<file path="src/design/fcal_map.vh">
`ifndef FCAL_MAP_VH
`define FCAL_MAP_VH

// ***************************************************************
// Clock and timing
// ***************************************************************
`define FCAL_CLK_KHZ        10000
`define FCAL_TC_FAST_MS     150
`define FCAL_TC_FASTER_MS   100
`define FCAL_TC_SLOW_MS     5000
`define FCAL_TC_SLOWER_MS   10000

// ***************************************************************
// Configuration words, digit one in the top nibble
// ***************************************************************
`define FCAL_CFG_W          24
`define FCAL_DIG1_MSB       23
`define FCAL_DIG1_LSB       20
`define FCAL_DIG2_MSB       19
`define FCAL_DIG2_LSB       16
`define FCAL_DIG3_MSB       15
`define FCAL_DIG3_LSB       12
`define FCAL_DIG4_MSB       11
`define FCAL_DIG4_LSB       8
`define FCAL_DIG5_MSB       7
`define FCAL_DIG5_LSB       4
`define FCAL_DIG6_MSB       3
`define FCAL_DIG6_LSB       0
`define FCAL_FLOW_CFG_RST   24'h203400
`define FCAL_OUT_CFG_RST    24'h210100

// ***************************************************************
// Digit codes
// ***************************************************************
`define FCAL_OUT3_PI        4'h1
`define FCAL_OUT2_BATCH     4'h2
`define FCAL_OUT2_LIMIT     4'h4
`define FCAL_OUT2_SIGN      4'h8
`define FCAL_MODE_TEST      4'h8
`define FCAL_DIR_UNI_CUT    4'h0
`define FCAL_DIR_UNI        4'h2
`define FCAL_DIR_BI_CUT     4'h4
`define FCAL_DIR_BI         4'h6
`define FCAL_TEMP_C         4'h2
`define FCAL_TEMP_F         4'h3
`define FCAL_IN1_STOP       4'h2
`define FCAL_IN1_STOP_ERR   4'h3
`define FCAL_IN1_BATCH      4'h4
`define FCAL_ADDR_MIN       8'h01
`define FCAL_ADDR_MAX       8'h7D
`define FCAL_IN1_ERR_CODE   5
`define FCAL_LOWCUT_PERMIL  2

`endif

</file>
<file path="src/design/fcal_flow_config.v">
`timescale 1ns/1ps
`include "fcal_map.vh"

// Notes on behaviour
// - With output three as PI regulator, output two refuses batch or limit functions.
// - Output two sign mode drives output two high only for positive flow.
// - Test mode ignores measured flow; the flow register takes externally written values.
// - Digit one picks per-minute or per-hour and filter constant 0.15/0.1/5/10 s.
// - Digit two picks direction and 0.2% cutoff; digit three picks Celsius/Fahrenheit.
// - Bidirectional keeps reverse flow negative; unidirectional discards reverse flow.
// - Digit four: input one stops counter, stops with error 05, or clears and batches.
// - Digits five and six form hex node address 01 to 7D, digit five high.
// - Of simultaneous faults, only the highest code number is saved.
// - Stored fault is shown as a two-digit code on a test request.
// - Alarm stays set until its code is read, even after the fault clears.
// - Shown code changes only on a test request; no fault reports zero.
module fcal_flow_config
#(
   parameter FLOW_W      = 24,
   parameter FAULT_N     = 32,
   parameter FULL_SCALE  = 1000000,
   parameter TC_FAST     = `FCAL_TC_FAST_MS * `FCAL_CLK_KHZ,
   parameter TC_FASTER   = `FCAL_TC_FASTER_MS * `FCAL_CLK_KHZ,
   parameter TC_SLOW     = `FCAL_TC_SLOW_MS * `FCAL_CLK_KHZ,
   parameter TC_SLOWER   = `FCAL_TC_SLOWER_MS * `FCAL_CLK_KHZ
)
(
   // Clock and reset
   input  wire                   clock,
   input  wire                   rstn,
   // Configuration access from display unit or fieldbus
   input  wire                   flow_cfg_wr,
   input  wire                   out_cfg_wr,
   input  wire [23:0]            cfg_wdata,
   output reg  [23:0]            flow_function_config_q,
   output reg  [23:0]            output_function_config_q,
   output reg                    cfg_reject_q,
   // Flow path
   input  wire                   meas_valid,
   input  wire signed [FLOW_W-1:0] meas_flow,
   input  wire                   flow_wr,
   input  wire signed [FLOW_W-1:0] flow_wdata,
   output reg  signed [FLOW_W-1:0] flow_q,
   // Decoded settings
   output reg                    per_hour_q,
   output reg  [31:0]            filt_cycles_q,
   output reg                    bidir_q,
   output reg                    fahrenheit_q,
   output reg  [6:0]             node_addr_q,
   output reg                    test_mode_q,
   // Discrete input and outputs
   input  wire                   discrete_input_one,
   output reg                    discrete_output_two,
   output reg                    counter_stop_q,
   output reg                    vol2_clear_q,
   output reg                    batch_start_q,
   // Faults and alarm
   input  wire [FAULT_N-1:0]     fault_in,
   input  wire                   test_req,
   output reg                    alarm_q,
   output reg  [7:0]             err_code_q
);

   // ***************************************************************
   // Digit acceptance tables
   // ***************************************************************

   // A digit that matches no defined entry keeps its old value
   function [3:0] pick;
      input [3:0] new_d;
      input [3:0] old_d;
      input [15:0] legal;
      begin
         pick = legal[new_d] ? new_d : old_d;
      end
   endfunction

   // Highest set fault bit gives the code number
   function [7:0] top_code;
      input [FAULT_N-1:0] f;
      integer i;
      begin
         top_code = 8'h00;
         for (i = 0; i < FAULT_N; i = i + 1)
            if (f[i])
               top_code = i[7:0];
      end
   endfunction

   // Binary code to two BCD digits, codes up to 99
   function [7:0] to_bcd;
      input [7:0] b;
      reg   [7:0] t;
      reg   [7:0] u;
      begin
         t = b / 8'h0A;
         u = b - t * 8'h0A;
         to_bcd = {t[3:0], u[3:0]};
      end
   endfunction

   // ***************************************************************
   // Configuration registers
   // ***************************************************************
   reg  [23:0] flow_cfg_d;
   reg  [23:0] out_cfg_d;
   reg         reject_d;
   wire [7:0]  addr_new = cfg_wdata[`FCAL_DIG5_MSB:`FCAL_DIG6_LSB];
   wire [3:0]  o1_new   = pick(cfg_wdata[23:20],
                               output_function_config_q[23:20], 16'h0017);

   // Each digit is checked on its own, but output digit three clears under a PI digit one; the two address digits stand or fall as one byte
   always @*
   begin
      flow_cfg_d = flow_function_config_q;
      out_cfg_d  = output_function_config_q;
      reject_d   = 1'b0;
      if (flow_cfg_wr)
      begin
         flow_cfg_d[23:20] = pick(cfg_wdata[23:20], flow_function_config_q[23:20],
                                  16'h00FF);
         flow_cfg_d[19:16] = pick(cfg_wdata[19:16], flow_function_config_q[19:16],
                                  16'h0055);
         flow_cfg_d[15:12] = pick(cfg_wdata[15:12], flow_function_config_q[15:12],
                                  16'h000C);
         flow_cfg_d[11:8]  = pick(cfg_wdata[11:8], flow_function_config_q[11:8],
                                  16'h001C);
         if (addr_new >= `FCAL_ADDR_MIN && addr_new <= `FCAL_ADDR_MAX)
            flow_cfg_d[7:0] = addr_new;
         reject_d = (flow_cfg_d != cfg_wdata);
      end
      if (out_cfg_wr)
      begin
         out_cfg_d[23:20] = o1_new;
         out_cfg_d[19:16] = pick(cfg_wdata[19:16], output_function_config_q[19:16],
                                 16'h011F);
         out_cfg_d[15:12] = pick(cfg_wdata[15:12], output_function_config_q[15:12],
                                 16'h0157);
         // PI regulator and setpoint users share one setpoint register
         if (o1_new == `FCAL_OUT3_PI &&
             (out_cfg_d[15:12] == `FCAL_OUT2_BATCH ||
              out_cfg_d[15:12] == `FCAL_OUT2_LIMIT))
            out_cfg_d[15:12] = 4'h0;
         out_cfg_d[11:8] = pick(cfg_wdata[11:8], output_function_config_q[11:8],
                                16'h0107);
         out_cfg_d[7:4]  = pick(cfg_wdata[7:4], output_function_config_q[7:4],
                                16'h0101);
         out_cfg_d[3:0]  = pick(cfg_wdata[3:0], output_function_config_q[3:0],
                                16'h017F);
         reject_d = reject_d | (out_cfg_d != cfg_wdata);
      end
   end

   // Configuration storage and refusal flag
   always @(posedge clock or negedge rstn)
   begin
      if (!rstn)
      begin
         flow_function_config_q   <= `FCAL_FLOW_CFG_RST;
         output_function_config_q <= `FCAL_OUT_CFG_RST;
         cfg_reject_q             <= 1'b0;
      end
      else
      begin
         flow_function_config_q   <= flow_cfg_d;
         output_function_config_q <= out_cfg_d;
         cfg_reject_q             <= reject_d;
      end
   end

   // ***************************************************************
   // Decoded settings, registered so every output is a flop
   // ***************************************************************
   wire [3:0] fd1 = flow_cfg_d[23:20];
   wire [3:0] fd2 = flow_cfg_d[19:16];

   always @(posedge clock or negedge rstn)
   begin
      if (!rstn)
      begin
         per_hour_q    <= 1'b0;
         filt_cycles_q <= 32'h0000_0000;
         bidir_q       <= 1'b0;
         fahrenheit_q  <= 1'b0;
         node_addr_q   <= 7'h00;
         test_mode_q   <= 1'b0;
      end
      else
      begin
         per_hour_q <= fd1[0];
         case (fd1[2:1])
            2'b00:   filt_cycles_q <= TC_FAST;
            2'b01:   filt_cycles_q <= TC_FASTER;
            2'b10:   filt_cycles_q <= TC_SLOW;
            default: filt_cycles_q <= TC_SLOWER;
         endcase
         bidir_q      <= fd2[2];
         fahrenheit_q <= (flow_cfg_d[15:12] == `FCAL_TEMP_F);
         node_addr_q  <= flow_cfg_d[6:0];
         test_mode_q  <= (out_cfg_d[7:4] == `FCAL_MODE_TEST);
      end
   end

   // ***************************************************************
   // Flow register
   // ***************************************************************
   // Threshold is worked out in 32 bits, then cut to the flow width on purpose
   localparam integer      LOW_CUT_I = FULL_SCALE * `FCAL_LOWCUT_PERMIL / 1000;
   localparam [FLOW_W-1:0] LOW_CUT   = LOW_CUT_I[FLOW_W-1:0];
   wire              low_cut_on = (fd2 == `FCAL_DIR_UNI_CUT) || (fd2 == `FCAL_DIR_BI_CUT);
   wire [FLOW_W-1:0] meas_mag   = meas_flow[FLOW_W-1] ? -meas_flow : meas_flow;

   // Test mode hands the register to the outside writer instead of the meter
   always @(posedge clock or negedge rstn)
   begin
      if (!rstn)
         flow_q <= {FLOW_W{1'b0}};
      else if (test_mode_q)
      begin
         if (flow_wr)
            flow_q <= flow_wdata;
      end
      else if (meas_valid)
      begin
         if (!fd2[2] && meas_flow[FLOW_W-1])
            flow_q <= {FLOW_W{1'b0}};
         else if (low_cut_on && meas_mag < LOW_CUT)
            flow_q <= {FLOW_W{1'b0}};
         else
            flow_q <= meas_flow;
      end
   end

   // ***************************************************************
   // Discrete input one and output two
   // ***************************************************************
   reg  in1_s1_q;
   reg  in1_s2_q;
   reg  in1_old_q;
   wire [3:0] in1_act = flow_function_config_q[11:8];
   wire in1_rise = in1_s2_q & ~in1_old_q;
   wire in1_err  = in1_s2_q && in1_act == `FCAL_IN1_STOP_ERR;

   // Pin passes two flops before any logic looks at it
   always @(posedge clock or negedge rstn)
   begin
      if (!rstn)
      begin
         in1_s1_q            <= 1'b0;
         in1_s2_q            <= 1'b0;
         in1_old_q           <= 1'b0;
         counter_stop_q      <= 1'b0;
         vol2_clear_q        <= 1'b0;
         batch_start_q       <= 1'b0;
         discrete_output_two <= 1'b0;
      end
      else
      begin
         in1_s1_q       <= discrete_input_one;
         in1_s2_q       <= in1_s1_q;
         in1_old_q      <= in1_s2_q;
         counter_stop_q <= in1_s2_q && (in1_act == `FCAL_IN1_STOP ||
                                        in1_act == `FCAL_IN1_STOP_ERR);
         vol2_clear_q   <= in1_rise && in1_act == `FCAL_IN1_BATCH;
         batch_start_q  <= in1_rise && in1_act == `FCAL_IN1_BATCH;
         // Output two serves only the sign function here; others live elsewhere
         discrete_output_two <= (output_function_config_q[15:12] == `FCAL_OUT2_SIGN) &&
                                !flow_q[FLOW_W-1] && (flow_q != 0);
      end
   end

   // ***************************************************************
   // Fault latch and alarm
   // ***************************************************************
   reg  [7:0]         saved_q;
   reg  [FAULT_N-1:0] all_faults;
   reg  [7:0]         now_code;

   // Input one error joins the other faults under its own code
   always @*
   begin
      all_faults = fault_in;
      if (in1_err)
         all_faults[`FCAL_IN1_ERR_CODE] = 1'b1;
      now_code = top_code(all_faults);
   end

   // A fault arriving with the read is kept: set wins over clear
   always @(posedge clock or negedge rstn)
   begin
      if (!rstn)
      begin
         saved_q    <= 8'h00;
         alarm_q    <= 1'b0;
         err_code_q <= 8'h00;
      end
      else if (test_req)
      begin
         err_code_q <= to_bcd(alarm_q ? saved_q : now_code);
         saved_q    <= now_code;
         alarm_q    <= (now_code != 8'h00);
      end
      else if (now_code != 8'h00)
      begin
         alarm_q <= 1'b1;
         if (now_code > saved_q)
            saved_q <= now_code;
      end
   end

endmodule

</file>
<file path="config.mk">
export PLATFORM = sky130hd
export DESIGN_NAME = fcal_flow_config
export DESIGN_NICKNAME = d
export VERILOG_FILES = /design/src/design/fcal_flow_config.v
export VERILOG_INCLUDE_DIRS = /design/src /design/src/design
export SDC_FILE = /design/constraint.sdc
export NUM_CORES = 1
export LEC_CHECK = 0
export BUFFER_PORTS_ARGS = -buffer_cell sky130_fd_sc_hd__buf_2
export CAP_MARGIN = 10
export CORE_ASPECT_RATIO = 0.5
export CORE_MARGIN = 2
export CORE_UTILIZATION = 55
export DETAILED_ROUTE_END_ITERATION = 10
export HOLD_SLACK_MARGIN = 0.08
export PLACE_DENSITY = 0.95
export SYNTH_ARGS = -nofsm -noshare
export SYNTH_HDL_FRONTEND = slang
export SYNTH_SLANG_ARGS = --single-unit
</file>
<file path="constraint.sdc">
create_clock -name clock -period 10.2 [get_ports clock]
set_input_delay 0.51 -clock clock [delete_from_list [all_inputs] [get_ports clock]]
set_output_delay 0.51 -clock clock [all_outputs]
set_load 0.01 [all_outputs]
</file>
==> run metrics <==
CP max stage delay=500 ps; Max-slew headroom=34.3%; Root Driver=clkbuf_16; CP top delay family=compound AO/OA/AOI/OAI gates; total track usage=a little over a quarter; WP depth=13; Max Fanout on Critical Path=7; Avg Vias per Cell=just under 6; Post-synth ARST share=100%; leading area contributor after synthesis=dfrtp_1; area share of the largest cell type after synthesis=between 30 and 40%; Area Growth Syn to Fin=20.5%; Area contributors post-synth=dfrtp_1 37%, o21ai_0 5.3%, a21oi_1 4.8%; maxcap violations=0; Slew Limit Fails=0; global-route wire length before repair=28800 um; H-tree Lvls=3; drt drc=0; Worst-Skew Late Latency=350 ps; GR Overflow Total=0; Final Hold Vio Count=0; proportion of layout cells with a drive suffix above 1=29.5%; Worst EP arrival=roughly 3900 ps; Mapped Cells=770; worst r2r src=flow_function_config_q[9]$_DFFE_PN0P_; Primary FF master, synth=dfrtp_1; die area=13000 um2; Worst Path Buf+Inv=0; worst hold path class=in -> async; Clock transition at path regs=~70 ps; core region area=11800 um2; largest net degree at the start of global routing=67; Reg2Reg Setup Slack=6550 ps; Worst Setup End Kind=flip-flop; antenna fix cells=0; critical path's most frequent cell=ha_1; row count=28; fmax=0.274 GHz; Total Routed Length=18100 um; synthesized area=around 6600 um2; worst vdd ir=~0.12 mV; overall power=1400 uW; die width=159 um; library cells used by synthesis=80; clock tree buffer depth=2; number of global-route vias before repair=5969; Post-synth EDFFs=0; #FFs+latches synth=105; Num CTS Buffers=9; CTS tree=yes; Cell Pwr Density=around 170 nW/um2; I/O Pins=241; Port Buffers=225; detailed router's first-iteration violation count=about 410; R2R cell count=13; Die Ht=81.6 um; first-pass iteration count of the detailed router=5; Tmin final=~3700 ps; postcts setup bufs=0; Leak=0.00380 uW; CP max stage cell=dfrtp_1; Hold Worst Slack=118 ps; reg-to-reg endpoint=err_code_q[3]$_DFFE_PN0P_; register area share after synthesis=between 30% and 40%; antenna violations before repair=0; status=finished clean; endpoints failing setup=0; antenna-violating nets left=0; routability cong.=0.925; dpl hpwl=about 14000 um; routed vias=6526; part of the cycle the worst path needs=35.8%; Worst Skew=~8.9 ps; Final TNS setup=0 ps; Required @ worst endpoint=10440 ps; CTS-repair resized insts=0; worst path cell trace=nor4bb_2, a2111oi_2, o211a_1, o21bai_1, o211ai_1, o21a_1, ha_1, a21oi_1, or2_1, ha_1, fa_1, xor2_1, mux2_2; number of clock sinks=about 110; synth warn=0; measured slew at the worst slew-check pin=986 ps; wire per inst=16.0 um; mean area per synthesized cell=8.61 um2; Total Nets Final=1086; crit path kind=reg -> reg; unrepaired setup endpoints after global routing=false; Hold-fix buffers, CTS=0; initial core utilization=a little under three fifths; Worst setup SP type=flip-flop
cells in the mapped netlist (4+ instances only):
master    instances
inv_1            45
a211oi_1          4
dfrtp_1          98
nor3_1           28
nor2b_1          14
o31ai_1           5
nand2_1          79
o211ai_1          6
a21oi_1          64
buf_4            34
nor2_1           78
a31oi_1           5
mux2i_1           5
ha_1             12
xnor2_1           8
xor2_1           21
nand3_1          12
dfstp_2           7
nor4_1           13
clkbuf_1         23
and2_1            5
nand2b_1          7
o21a_1            4
mux2_2           13
o22ai_1          13
o21ai_0          70
or2_2             5
nand4_1           6
logic make-up after synthesis:
group,count (synthesis),share of synthesized area (%)
buffers and inverters,105,7.99
AND/OR/NAND/NOR,276,21.4
other,2,0.113
XOR/XNOR,29,3.83
flip-flops,105,39.8
adder cells (fa/ha/maj),14,2.72
AO/OA/AOI/OAI,219,20.7
multiplexers,20,3.42
how the worst max path moves through the flow:
stage                                          startpoint                   endpoint
floorplan                                    fault_in[11]  err_code_q[3]$_DFFE_PN0P_
global placement                             fault_in[19]  err_code_q[3]$_DFFE_PN0P_
detailed placement                           fault_in[19]  err_code_q[3]$_DFFE_PN0P_
CTS                 flow_function_config_q[9]$_DFFE_PN0P_  err_code_q[3]$_DFFE_PN0P_
global route        flow_function_config_q[9]$_DFFE_PN0P_  err_code_q[3]$_DFFE_PN0P_
finish              flow_function_config_q[9]$_DFFE_PN0P_  err_code_q[3]$_DFFE_PN0P_
placed cells by master, fill, tap and decap left out, types with 5 or more instances in the layout:
master and count:
nor2b_1 14, a31oi_1 5, dfrtp_1 98, nand2_1 79
xnor2_1 8, buf_2 224, nand3_1 12, clkbuf_16 9
nor2_1 78, mux2i_1 5, xor2_1 21, dfstp_2 7
nor3_1 28, nand4_1 6, a21oi_1 64, or2_2 5
conb_1 15, inv_1 45, mux2_2 13, nand2b_1 7
o22ai_1 13, and2_1 5, o31ai_1 5, nor4_1 13
o211ai_1 6, ha_1 12, o21ai_0 70
where the power goes:
group          switching (uW)  internal, uW
combinational             256           185
sequential               75.8           500
clock                     151           229
per-stage QoR:
step                      util (%)  setup slack (ps)  cell area [um2]  instances
after global routing          67.8              6340             7990       1131
after CTS                     67.8              6540             7990       1131
after detailed placement      65.1              6350             7660       1115
after global placement        65.1              6420             7660       1115
after floorplan                  -              6780             6680        783
final                         67.8              6550             7990       1131
flip-flops by register name (all words and copies together), names as in the netlist, 5 cells and up:
register and count:
flow_q 24, output_function_config_q 24, flow_function_config_q 18, filt_cycles_q 12, err_code_q 6, node_addr_q 6, saved_q 5
worst reg2reg max path, cell delays in order, from the launching register on:
cell and delay [ps]:
dfrtp_1 500, nor4bb_2 440, a2111oi_2 160, o211a_1 230, o21bai_1 280, o211ai_1 120
o21a_1 160, ha_1 320, a21oi_1 80, or2_1 240, ha_1 190, fa_1 370
xor2_1 180, mux2_2 270
area by class of cell:
cell class / count / area [um2]
fill: 947 / 3780
sequential: 105 / 2640
clock buffer: 14 / 264
inverter: 46 / 173
tap: 165 / 206
multi-input combinational: 573 / 3510
clock inverter: 2 / 60.1
timing repair buffer: 226 / 1140
metal layers:
| layer | track usage, % | up-vias | part of all wire (%) |
|---|---|---|---|
| li1 | - | 3075 | - |
| met4 | 10.0 | 0 | 2.0 |
| met3 | 5.40 | 35 | 7.0 |
| met1 | 33.1 | 3126 | 40 |
| met5 | 0 | - | 0 |
| met2 | 50.4 | 290 | 51 |
No activity file was read; power rests on OpenSTA's default activity.
